--- src/rtl/dot_seq_params.svh ---
`ifndef DOT_SEQ_PARAMS_SVH
`define DOT_SEQ_PARAMS_SVH

// ==========================================================
// Register offsets (byte addresses, one 32-bit word each)
`define REG_CTRL_OFS      8'h00
`define REG_STATUS_OFS    8'h04
`define REG_POSITION_OFS  8'h08
`define REG_ROM_ADDR_OFS  8'h0C

// ==========================================================
// Control register fields
`define CTRL_RUN_BIT      0
`define CTRL_CLEAR_BIT    1
`define CTRL_RUN_RESET    1'b0

// ==========================================================
// Status and position register fields
`define STAT_DOT_LSB      0
`define STAT_CHAR_LSB     8
`define STAT_EOCD_BIT     16
`define STAT_MODE_LSB     20
`define STAT_SEL_BIT      24
`define POS_HPOS_LSB      0
`define POS_VPOS_LSB      8

// ==========================================================
// Dot word layout and counter resets
`define LAST_DOT_FLAG_BIT 7
`define DOT_CNT_RESET     5'h00
`define CHAR_CNT_RESET    7'h00
`define EOCD_RESET        1'b1
`define HPOS_RESET        8'h00
`define VPOS_RESET        5'h00

`endif

--- src/rtl/dot_seq_pkg.sv ---
package dot_seq_pkg;

  // ==========================================================
  // Display modes and deflection sources
  typedef enum logic [2:0] {
    MODE_CHAR   = 3'b000,
    MODE_VCUR1  = 3'b001,
    MODE_HCUR1  = 3'b010,
    MODE_VCUR0  = 3'b011,
    MODE_HCUR0  = 3'b100,
    MODE_RETURN = 3'b101
  } disp_mode_type;

  typedef enum logic [1:0] {
    SRC_HDAC = 2'b00,
    SRC_VDAC = 2'b01,
    SRC_REF0 = 2'b10,
    SRC_REF1 = 2'b11
  } defl_src_type;

  // ==========================================================
  // Per-module state
  typedef struct packed {
    logic prev;
  } edge_state_type;

  typedef struct packed {
    logic sel;
  } mode_state_type;

  typedef struct packed {
    logic       run;
    logic [4:0] dot_cnt;
    logic [6:0] char_cnt;
    logic       end_of_char_delayed_n;
    logic [4:0] vpos;
    logic [7:0] hpos;
    logic       hwr;
  } seq_state_type;

endpackage

--- src/rtl/mode_if.sv ---
`timescale 1ns/1ps
interface mode_if;
  import dot_seq_pkg::*;

  logic          sample;
  logic          cursor_select_bit;
  logic [2:0]    dd_latched;
  logic          sel;
  disp_mode_type mode;
  defl_src_type  hsrc;
  defl_src_type  vsrc;

  modport seq (
    output sample, cursor_select_bit, dd_latched,
    input  sel, mode, hsrc, vsrc
  );
  modport dec (
    input  sample, cursor_select_bit, dd_latched,
    output sel, mode, hsrc, vsrc
  );
endinterface

--- src/rtl/readout_dot_sequencer.sv ---
// Function
// Dot counter advances by one on each dot request.
// Dot word bit seven low marks the final dot.
// Final dot shown normally; next request latches flag into delayed copy (latched here on the final dot's own request).
// Flag and delayed copy both low clear the dot counter.
// Space: flag low on first word; character advances on next request (advanced here on that first word's own request).
// Low four counter bits select one of sixteen dot words.
// Fifth counter bit ORed with code bit zero drives ROM address four.
// Past sixteen dots the fifth bit selects the next sixteen-word block.
// Horizontal word is five column bits and three dot bits.
// Horizontal word written when request high on 5 MHz falling edge.
// Vertical and mode bits captured on dot request rising edge.
// Line select bit picks bottom or top line; dot bits give height.
// Cursor select low gives character mode with normal routing.
// Cursor select high decodes dot bits five to three into cursors.
// Cursor mode holds until dot bits five and four are both low.
// Voltage cursors route reference levels to the vertical output.
// Time cursors route references horizontally, converter vertically.
// ROM address holds character code high and dot counter low.
// Character counter steps on the request after the final-dot flag (stepped here on the final dot's own request).
// Request edges detected synchronously, used as enables.
//
// Local design decisions: the register offsets and the APB register port.
`timescale 1ns/1ps
`include "dot_seq_params.svh"
module readout_dot_sequencer (
  input  wire logic                        pclk,
  input  wire logic                        presetn,
  input  wire logic                        psel,
  input  wire logic                        penable,
  input  wire logic                        pwrite,
  input  wire logic [7:0]                  paddr,
  input  wire logic [31:0]                 pwdata,
  output logic      [31:0]                 prdata,
  output logic                             pready,
  output logic                             pslverr,
  input  wire logic                        dot_request,
  input  wire logic                        clk_5mhz,
  input  wire logic [7:0]                  char_code,
  input  wire logic [7:0]                  dot_word,
  output logic      [6:0]                  char_addr,
  output logic      [11:0]                 rom_addr,
  output logic      [7:0]                  hdac_data,
  output logic                             hdac_write,
  output logic      [4:0]                  vdac_data,
  output dot_seq_pkg::disp_mode_type       disp_mode,
  output dot_seq_pkg::defl_src_type        horiz_src,
  output dot_seq_pkg::defl_src_type        vert_src
);
  import dot_seq_pkg::*;

  seq_state_type st_ff;
  seq_state_type nxt_st;
  logic          dreq_rise;
  logic          clk5_fall;
  logic          end_of_char_n;
  logic          dot_cnt_clear;
  logic          step;
  logic          wr_ctrl;
  logic          addr_err;
  logic [31:0]   rdata;
  mode_if        mif ();

  // ==========================================================
  // Edge detection on the slow strobes
  // synchronous edges
  edge_detect u_dreq_edge (
    .pclk    (pclk),
    .presetn (presetn),
    .level   (dot_request),
    .rise    (dreq_rise),
    .fall    ()
  );

  // synchronous edges
  edge_detect u_clk5_edge (
    .pclk    (pclk),
    .presetn (presetn),
    .level   (clk_5mhz),
    .rise    (),
    .fall    (clk5_fall)
  );

  mode_decoder u_mode (
    .pclk    (pclk),
    .presetn (presetn),
    .mif     (mif)
  );

  // ==========================================================
  // Dot and character sequencing
  // final dot flag
  assign end_of_char_n = dot_word[`LAST_DOT_FLAG_BIT];
  // counter clear term
  // The delayed copy goes low only a cycle after this request, so the step term clears at once
  assign dot_cnt_clear = ~end_of_char_n & (step | ~st_ff.end_of_char_delayed_n);
  assign step          = dreq_rise & st_ff.run;
  assign wr_ctrl       = psel & penable & pwrite & (paddr == `REG_CTRL_OFS);

  always_comb
  begin
    nxt_st     = st_ff;
    nxt_st.hwr = 1'b0;
    if (wr_ctrl)
      nxt_st.run = pwdata[`CTRL_RUN_BIT];
    if (step)
    begin
      // dot advance
      nxt_st.dot_cnt = st_ff.dot_cnt + 5'h01;
      // delayed flag
      nxt_st.end_of_char_delayed_n = end_of_char_n;
      // vertical capture
      nxt_st.vpos = {st_ff.char_cnt[5], dot_word[6:3]};
      // horizontal word of the same dot, held for the strobe
      nxt_st.hpos = {st_ff.char_cnt[4:0], dot_word[2:0]};
      // next character
      if (!end_of_char_n)
        nxt_st.char_cnt = st_ff.char_cnt + 7'h01;
    end
    // horizontal write strobe
    if (st_ff.run && dot_request && clk5_fall)
      nxt_st.hwr = 1'b1;
    // end of character
    if (dot_cnt_clear)
      nxt_st.dot_cnt = `DOT_CNT_RESET;
    // Software clear wins so a restart always begins at dot zero
    if (wr_ctrl && pwdata[`CTRL_CLEAR_BIT])
    begin
      nxt_st.dot_cnt               = `DOT_CNT_RESET;
      nxt_st.char_cnt              = `CHAR_CNT_RESET;
      nxt_st.end_of_char_delayed_n = `EOCD_RESET;
    end
  end

  always_ff @(posedge pclk or negedge presetn)
  begin
    if (!presetn)
    begin
      st_ff.run                   <= `CTRL_RUN_RESET;
      st_ff.dot_cnt               <= `DOT_CNT_RESET;
      st_ff.char_cnt              <= `CHAR_CNT_RESET;
      st_ff.end_of_char_delayed_n <= `EOCD_RESET;
      st_ff.vpos                  <= `VPOS_RESET;
      st_ff.hpos                  <= `HPOS_RESET;
      st_ff.hwr                   <= 1'b0;
    end
    else
      st_ff <= nxt_st;
  end

  // ==========================================================
  // Pin outputs
  // ROM address
  // large character bit
  assign rom_addr   = {char_code[7:1], char_code[0] | st_ff.dot_cnt[4],
                       st_ff.dot_cnt[3:0]};
  assign char_addr  = st_ff.char_cnt;
  // horizontal word
  assign hdac_data  = st_ff.hpos;
  assign hdac_write = st_ff.hwr;
  // line and height
  assign vdac_data  = st_ff.vpos;

  // ==========================================================
  // Mode select
  // cursor select latch
  assign mif.sample            = step;
  assign mif.cursor_select_bit = st_ff.char_cnt[6];
  assign mif.dd_latched        = st_ff.vpos[2:0];
  assign disp_mode             = mif.mode;
  assign horiz_src             = mif.hsrc;
  assign vert_src              = mif.vsrc;

  // ==========================================================
  // APB slave, zero wait states; unmapped offsets flag an error
  always_comb
  begin
    rdata    = 32'h0000_0000;
    addr_err = 1'b0;
    case (paddr)
      `REG_CTRL_OFS:
        rdata[`CTRL_RUN_BIT] = st_ff.run;
      `REG_STATUS_OFS:
      begin
        rdata[`STAT_DOT_LSB +: 5]  = st_ff.dot_cnt;
        rdata[`STAT_CHAR_LSB +: 7] = st_ff.char_cnt;
        rdata[`STAT_EOCD_BIT]      = st_ff.end_of_char_delayed_n;
        rdata[`STAT_MODE_LSB +: 3] = mif.mode;
        rdata[`STAT_SEL_BIT]       = mif.sel;
      end
      `REG_POSITION_OFS:
      begin
        rdata[`POS_HPOS_LSB +: 8] = st_ff.hpos;
        rdata[`POS_VPOS_LSB +: 5] = st_ff.vpos;
      end
      `REG_ROM_ADDR_OFS:
        rdata[11:0] = rom_addr;
      default:
        addr_err = 1'b1;
    endcase
  end

  assign prdata  = (psel && !pwrite) ? rdata : 32'h0000_0000;
  assign pready  = 1'b1;
  assign pslverr = psel & penable & addr_err;
endmodule

--- src/rtl/edge_detect.sv ---
`timescale 1ns/1ps
module edge_detect (
  input  wire logic pclk,
  input  wire logic presetn,
  input  wire logic level,
  output logic      rise,
  output logic      fall
);
  import dot_seq_pkg::*;

  edge_state_type st_ff;
  edge_state_type nxt_st;

  always_comb
  begin
    nxt_st      = st_ff;
    nxt_st.prev = level;
  end

  always_ff @(posedge pclk or negedge presetn)
  begin
    if (!presetn)
      st_ff <= '0;
    else
      st_ff <= nxt_st;
  end

  assign rise = level & ~st_ff.prev;
  assign fall = ~level & st_ff.prev;
endmodule

--- src/rtl/mode_decoder.sv ---
`timescale 1ns/1ps
module mode_decoder (
  input  wire logic pclk,
  input  wire logic presetn,
  mode_if.dec       mif
);
  import dot_seq_pkg::*;

  mode_state_type st_ff;
  mode_state_type nxt_st;

  // ==========================================================
  // Cursor select latch
  always_comb
  begin
    nxt_st = st_ff;
    if (mif.sample)
    begin
      // hold in cursor
      if (st_ff.sel && (mif.dd_latched[2:1] != 2'b00))
        nxt_st.sel = 1'b1;
      else
        nxt_st.sel = mif.cursor_select_bit;
    end
  end

  always_ff @(posedge pclk or negedge presetn)
  begin
    if (!presetn)
      st_ff <= '0;
    else
      st_ff <= nxt_st;
  end

  // ==========================================================
  // Mode decode and deflection routing
  always_comb
  begin
    mif.mode = MODE_CHAR;
    mif.hsrc = SRC_HDAC;
    mif.vsrc = SRC_VDAC;
    if (st_ff.sel)
    begin
      // cursor decode
      case (mif.dd_latched)
        3'b010:
        begin
          mif.mode = MODE_VCUR1;
          mif.vsrc = SRC_REF1;
        end
        3'b011:
        begin
          mif.mode = MODE_HCUR1;
          mif.hsrc = SRC_REF1;
          mif.vsrc = SRC_HDAC;
        end
        3'b100:
        begin
          mif.mode = MODE_VCUR0;
          mif.vsrc = SRC_REF0;
        end
        3'b101:
        begin
          mif.mode = MODE_HCUR0;
          mif.hsrc = SRC_REF0;
          mif.vsrc = SRC_HDAC;
        end
        3'b000,
        3'b001:  mif.mode = MODE_RETURN;
        default: mif.mode = MODE_CHAR;
      endcase
    end
  end

  assign mif.sel = st_ff.sel;
endmodule

--- config.mk ---
export PLATFORM = sky130hd
export DESIGN_NAME = readout_dot_sequencer
export DESIGN_NICKNAME = d
export VERILOG_FILES = /design/src/rtl/dot_seq_pkg.sv /design/src/rtl/mode_if.sv /design/src/rtl/readout_dot_sequencer.sv /design/src/rtl/edge_detect.sv /design/src/rtl/mode_decoder.sv
export VERILOG_INCLUDE_DIRS = /design/src /design/src/rtl
export SDC_FILE = /design/constraint.sdc
export NUM_CORES = 1
export LEC_CHECK = 0
export BUFFER_PORTS_ARGS = -buffer_cell sky130_fd_sc_hd__buf_2
export CORE_MARGIN = 4
export CORE_UTILIZATION = 30
export CTS_BUF_LIST = sky130_fd_sc_hd__clkbuf_8
export DETAILED_ROUTE_END_ITERATION = 7
export PLACE_DENSITY_LB_ADDON = 0.1
export SYNTH_ARGS = -nofsm -noshare
export SYNTH_HDL_FRONTEND = slang
export SYNTH_SLANG_ARGS = --single-unit
--- constraint.sdc ---
create_clock -name pclk -period 1.45 [get_ports pclk]
set_input_delay 0.0725 -clock pclk [delete_from_list [all_inputs] [get_ports pclk]]
set_output_delay 0.0725 -clock pclk [all_outputs]
set_load 0.005 [all_outputs]
==> results of run 1 <==
## metrics by stage
step	setup WS, ns	cells	power (mW)	setup TNS [ns]	area [µm²]
global placement	-0.183	428	1.18	-2.61	2630
floorplan	0.0460	268	1.09	0	2230
CTS	-0.0892	449	1.99	-0.478	2930
finish	-0.0852	457	2.01	-0.309	3110
global route	-0.148	457	2.11	-1.65	3110
detailed placement	-0.185	428	1.18	-3.03	2630
## final cells by class
type | instances | area (µm²) | share of cell area
multi-input combinational | 183 | 1220 | 0.394
timing repair buffer | 137 | 876 | 0.282
sequential | 31 | 781 | 0.251
tap | 96 | 120 | 0.0386
clock buffer | 7 | 96.3 | 0.0310
inverter | 2 | 7.51 | 0.00241
clock inverter | 1 | 3.75 | 0.00121
## logic make-up (layout without fill, tap and decap cells)
| kind of cell | after synthesis | count (layout) |
|---|---|---|
| buffers and inverters | 55 | 147 |
| xor gates and xnor gates | 7 | 7 |
| and+or+nand+nor | 121 | 122 |
| other | 2 | 13 |
| AOI/OAI and AO/OA | 27 | 27 |
| adders and majority gates | 4 | 4 |
| DFF | 31 | 31 |
| muxes | 10 | 10 |
## registers in the layout, indices dropped and copies added, names as in the netlist
name / cells
hdac_data: 8
char_addr: 7
vdac_data: 5
rom_addr: 4
st_ff: 3
hdac_write: 1
u_clk5_edge.st_ff: 1
u_dreq_edge.st_ff: 1
u_mode.mif.sel: 1
## worst min path at each step
stage                     start            to  slack [ns]  cells past startpoint
CTS                 dot_word[5]  vdac_data[2]        0.01                      3
detailed placement      presetn  hdac_data[5]        0.13                      2
global placement        presetn  hdac_data[5]        0.13                      2
finish              dot_word[5]  vdac_data[2]        0.02                      3
floorplan               presetn  char_addr[0]       -0.22                      0
global route        dot_word[5]  vdac_data[2]        0.01                      3
## metal layers
metal | global-route usage | vias up | share of wire
met4 | 0.0403 | 0 | 0.0099
met5 | 0 | - | 0
met2 | 0.247 | 78 | 0.46
met1 | 0.211 | 981 | 0.45
met3 | 0.0386 | 6 | 0.078
li1 | - | 1019 | -
## cell usage after synthesis (3+ instances only)
master / count
a22oi_1: 9
a31oi_1: 3
and2_1: 9
buf_4: 44
clkbuf_1: 7
dfrtp_1: 30
ha_1: 4
mux2_2: 5
mux2i_1: 5
nand2_1: 50
nand2b_1: 3
nand4b_1: 3
nor2_1: 22
nor2_2: 9
nor2b_1: 5
o21ai_0: 5
xnor2_1: 7
## power by group
| part | leakage (nW) | total (mW) | switching (mW) | internal [mW] |
|---|---|---|---|---|
| logic | 1.15 | 0.342 | 0.165 | 0.176 |
| clock network | 0.0557 | 0.749 | 0.323 | 0.426 |
| registers | 0.412 | 0.919 | 0.0308 | 0.888 |
| total | 1.61 | 2.01 | 0.519 | 1.49 |
## worst min-delay path, cell delays in order
cell     delay (ns)
buf_2          0.08
nand2_1        0.04
o21ai_0        0.06
## what timing repair did
item	4_1_cts	5_1_grt
pin swaps	11	17
cloned	0	1
hold buffers	9	0
endpoints found under the setup margin	25	32
hold endpoints to repair	38	0
buffers inserted	4	7
resized for setup	24	26
==> qor.csv, run 1 <==
stage;metric;value;unit
run_status;outcome;finished with violations;
run_status;failing checks;setup timing;
yosys;Synth Instances;257;
timing;Final period util;1.06;
yosys;dominant cell type by area after synthesis;dfrtp_1;
die;total core area;0.00694;mm²
die;Starting Density;0.316;
critical_path;worst path bufs/invs;2;
final_layout;Final Core Density;0.448;
critical_path;crit end category;primary output;
critical_path;reg-to-reg endpoint;st_ff[26];
job;Maximum Capacitance Violations;0;
critical_path;worst r2r src;st_ff[27];
global_route;antenna violations before repair;0;
critical_path;Worst Setup SP;vdac_data[2];
critical_path;Register-to-Register Path Depth;4;
critical_path;flop2flop setup slack;0.04;ns
yosys;top cell type's share of synthesized area;0.342;
critical_path;crit-path cells;inv_2, ha_4, o21a_1, and2_1, buf_2;
detailed_routing;Post-DRT Antenna Nets;0;
placed_design;Port Buffers;93;
final_layout;FILL cells;691;
timing;final hold slack;0.0165;ns
power_and_ir_drop;cell area power density;646;mW/mm²
timing;Period minus WS final;1.54;ns
worst_hold_path;Hold WC Path Type;primary input to flop;
clock_tree;# clock sinks;31;
yosys;Adder-Cell Fraction of Synth Area;0.0228;
yosys;main combinational cell family by area after synthesis;simple AND/OR/NAND/NOR gates;
critical_path;Required @ worst endpoint;1.38;ns
detailed_routing;routed vias/inst;4.56;
detailed_routing;WL/cell;15.2;µm
power_and_ir_drop;LEAKAGE;1.61;nW
critical_path;Largest stage delay, worst path;0.47;ns
yosys;ys async rst share;1.00;
clock_tree;depth of the CTS H-tree;2;
critical_path;family with the most delay on the worst path;flip-flops;
yosys;Mapped Avg Cell Area;8.53;µm²
detailed_routing;drt first-iter violations;115;
global_route;GRT overflow;0;
timing;RSZ-0062 raised after global routing;yes;
die;die area;0.00874;mm²
timing;Setup-failing EPs final;9;
global_route;number of global-route vias before repair;2007;
yosys;synth unique cells;43;
placed_design;GP Congestion;0.786;
die;# rows;30;
clock_tree;CTS tree;yes;
yosys;Synth Flop Type;dfrtp_1;
yosys;Synth Cell Area;0.00219;mm²
die;IO Pins;137;
timing;PnR worst setup slack;-0.0852;ns
yosys;EDFF count, synth;0;
clock_tree;CTS max path bufs;2;
final_layout;most frequent cells in the layout;buf_2 (88), nand2_1 (49), buf_4 (28);
timing;Max Slew Vio Count;0;
die;die height;93.5;µm
yosys;Simple-Gate Fraction of Synth Area;0.283;
critical_path;Slowest-stage cell, CP;dfrtp_2;
yosys;post-synthesis compound-gate area fraction;0.0856;
clock_tree;clk_lat worst skew;0.28;ns
timing;highest clock rate;651;MHz
detailed_routing;post-route DRC violation count;0;
critical_path;CP arrival;1.46;ns
detailed_routing;Total Wirelength;6960;µm
die;die width;93.5;µm
final_layout;Diodes inserted;0;
placed_design;post-DP HPWL;5100;µm
final_layout;area growth from synthesis to layout;41.8;%
global_route;largest net degree at the start of global routing;32;
critical_path;Critical Path End;prdata[20];
detailed_routing;via count;2084;
timing;final hold vios;0;
critical_path;Worst path depth;5;
detailed_routing;first drt pass iteration count;4;
global_route;first-pass GRT wire length;10600;µm
final_layout;layout cells sized above 1;0.510;
final_layout;Layout Nets;427;
global_route;aggregate global-route resource usage;0.156;
critical_path;largest fanout on the critical path;7;
clock_tree;root buf cell;clkbuf_8;
critical_path;startpoint types;flop;
clock_tree;CTS buffer count;5;
yosys;Synthesis Warnings;0;
final_layout;most common cell after layout, fill and taps aside;buf_2;
yosys;top post-synthesis cells by area;dfrtp_1 (34%), buf_4 (15%), nand2_1 (8.6%);
yosys;#FFs+latches synth;31;
critical_path;crit path kind;flop to primary output;
clock_tree;clk slew on worst S/H paths;0.06;ns
timing;Fin Clk Skew;0.00558;ns
yosys;post-synthesis xor/xnor area fraction;0.0280;
power_and_ir_drop;worst ir drop on vdd;0.365;mV
yosys;Seq/Total Area, Yosys;0.354;
yosys;mux cell area share after synthesis;0.0485;
(Power assumes the default switching activity.)
==> run 2: changes to the inputs <==
- ABC_AREA: not set -> 1
==> qor.csv, run 2 <==
stage;metric;value;unit
power_and_ir_drop;Switching Power;0.581;mW
placed_design;Placement Cell Area;0.00272;mm²
final_layout;layout cells sized above 1;0.372;
timing;PnR worst setup slack;0.0274;ns
global_route;aggregate global-route resource usage;0.143;
yosys;count leader, synth;nand2_1;
yosys;EDFF count, synth;0;
detailed_routing;Post-DRT Antenna Nets;0;
clock_tree;CTS max path bufs;2;
global_route;met3 usage;0.0397;
yosys;Post-synth top cells;nand2_1 (76), nand3_1 (50), buf_4 (48);
timing;Setup-failing EPs final;0;
yosys;Synthesis Warnings;0;
yosys;Synth Flop Type;dfrtp_1;
critical_path;Required @ worst endpoint;1.38;ns
global_route;routing usage on met1;0.189;
die;die width;96.8;µm
detailed_routing;first drt pass iteration count;4;
clock_tree;clk_lat worst skew;0.28;ns
detailed_routing;Total Wirelength;6810;µm
placed_design;Port Buffers;93;
final_layout;most frequent cells in the layout;buf_2 (93), nand2_1 (75), nand3_1 (48);
yosys;Synth Cell Area;0.00237;mm²
timing;Fin Clk Skew;0.0101;ns
yosys;dominant cell type by area after synthesis;dfrtp_1;
final_layout;Diodes inserted;0;
timing;final hold vios;0;
yosys;top post-synthesis cells by area;dfrtp_1 (32%), buf_4 (15%), nand2_1 (12%);
critical_path;CP arrival;1.35;ns
yosys;Synth Instances;330;
global_route;GRT overflow;0;
run_status;outcome;finished, final reports clean;
global_route;met2 Track Usage GR;0.236;
die;# rows;32;
power_and_ir_drop;sw frac;0.279;
final_layout;Final Core Density;0.394;
clock_tree;# clock sinks;31;
global_route;number of global-route vias before repair;2173;
final_layout;Design Area, Final;0.00303;mm²
global_route;GRT Max-Usage Layer;met2;
critical_path;largest fanout on the critical path;7;
power_and_ir_drop;Pwr Total;2.08;mW
critical_path;startpoint types;flop;
yosys;#FFs+latches synth;31;
clock_tree;root buf cell;clkbuf_8;
worst_hold_path;Hold WC Path Type;primary input to flop;
timing;Period minus WS final;1.42;ns
placed_design;GP Congestion;0.746;
yosys;synth unique cells;31;
yosys;Mapped Avg Cell Area;7.17;µm²
die;die area;0.00937;mm²
power_and_ir_drop;power share of the sequential group;0.455;
power_and_ir_drop;internal power;1.50;mW
global_route;largest net degree at the start of global routing;18;
power_and_ir_drop;combinational share of power;0.175;
global_route;first-pass GRT wire length;10900;µm
die;total core area;0.00769;mm²
power_and_ir_drop;power share of the clock group;0.370;
critical_path;worst path bufs/invs;2;
critical_path;Largest stage delay, worst path;0.46;ns
critical_path;family with the most delay on the worst path;flip-flops;
power_and_ir_drop;worst ir drop on vdd;0.334;mV
clock_tree;CTS tree;yes;
critical_path;crit path kind;flop to primary output;
final_layout;most common cell after layout, fill and taps aside;buf_2;
yosys;ys async rst share;1.00;
timing;highest clock rate;703;MHz
global_route;antenna violations before repair;0;
critical_path;Slowest-stage cell, CP;dfrtp_2;
critical_path;crit end category;primary output;
detailed_routing;drt first-iter violations;107;
detailed_routing;routed vias/inst;4.33;
yosys;top cell type's share of synthesized area;0.317;
critical_path;crit-path cells;inv_2, ha_4, nand2_1, nor2_1, buf_2;
job;Maximum Capacitance Violations;0;
timing;Final period util;0.981;
die;die height;96.8;µm
power_and_ir_drop;cell area power density;689;mW/mm²
clock_tree;clk slew on worst S/H paths;0.07;ns
clock_tree;depth of the CTS H-tree;2;
final_layout;Layout Nets;483;
die;IO Pins;137;
final_layout;area growth from synthesis to layout;27.9;%
yosys;Seq/Total Area, Yosys;0.328;
timing;RSZ-0062 raised after global routing;yes;
timing;Max Slew Vio Count;0;
detailed_routing;WL/cell;13.1;µm
final_layout;max reg flops;8;
placed_design;dpl ws;0.142;ns
detailed_routing;via count;2249;
die;Starting Density;0.308;
power_and_ir_drop;LEAKAGE;1.67;nW
placed_design;post-DP HPWL;5350;µm
clock_tree;CTS buffer count;5;
detailed_routing;post-route DRC violation count;0;
timing;TNS Setup;0;ns
[run 2: cell count changes after synthesis, sizes merged, moves of 7 or more]
cell,change
nand3,+49
inv,+33
a21oi,+7
o21ai,+9
a22oi,-9
and2,-10
nand2,+30
[run 2: area by class of cell]
cell class / instances / area [µm²]
Clock buffer: 7 / 96.3
Clock inverter: 1 / 7.51
Fill cell: 860 / 4660
Inverter: 36 / 138
Multi-Input combinational cell: 222 / 1160
Sequential cell: 31 / 778
Tap cell: 102 / 128
Timing Repair Buffer: 120 / 717
[run 2: cells by family after synthesis]
group,count (synthesis),synth area share
other cells,2,0.00317
xor+xnor,4,0.0148
flops,31,0.328
compound gates,25,0.0529
simple gates,176,0.360
buf+inv,88,0.220
fa+ha+maj,4,0.0212
[run 2: power by group through the flow]
stage / clock [mW] / combinational [mW] / sequential, mW
finish: 0.771 / 0.365 / 0.948
global route: 0.836 / 0.412 / 0.953
CTS: 0.804 / 0.328 / 0.945
detailed placement: 0 / 0.296 / 0.963
global placement: 0 / 0.295 / 0.962
floorplan: 0 / 0.217 / 0.951
[run 2: worst min-delay path: cells and delay by family]
| kind | cells | cell delay [ns] |
|---|---|---|
| buffers and inverters | 1 | 0.08 |
| AO/OA/AOI/OAI | 1 | 0.06 |
| AND/OR/NAND/NOR | 1 | 0.04 |
[run 2: per-layer routing]
layer	part of all wire	wire [µm]
met3	0.061	414
met2	0.47	3180
met1	0.47	3170
met4	0.0062	42
met5	0	0
[run 2: worst paths after layout]
path	startpoint	endpoint	slack, ns	depth (start not counted)
min in group asynchronous	presetn	u_clk5_edge.st_ff	0.26	2
max	vdac_data[1]	vert_src[1]	0.03	5
min	dot_word[3]	vdac_data[0]	0.01	3
max in group asynchronous	presetn	char_addr[0]	0.77	3
min reg2reg	st_ff[14]	st_ff[14]	0.50	2
max reg2reg	char_addr[1]	char_addr[6]	0.16	6
[run 2: through the flow]
| stage | hold slack, ns | std cells |
|---|---|---|
| floorplan | -0.223 | 341 |
| global placement | 0.0454 | 495 |
| detailed placement | 0.0429 | 495 |
| CTS | 0.00139 | 514 |
| global route | 0.0166 | 519 |
| finish | 0.00987 | 519 |
[run 2: repair_timing]
| action | in CTS | in global routing |
|---|---|---|
| endpoints found under the setup margin | 9 | 10 |
| buffers inserted | 3 | 5 |
| hold buffers | 8 | 0 |
| hold endpoints to repair | 23 | 0 |
| pin swaps | 1 | 4 |
| cloned | 0 | 0 |
| resized for setup | 8 | 12 |
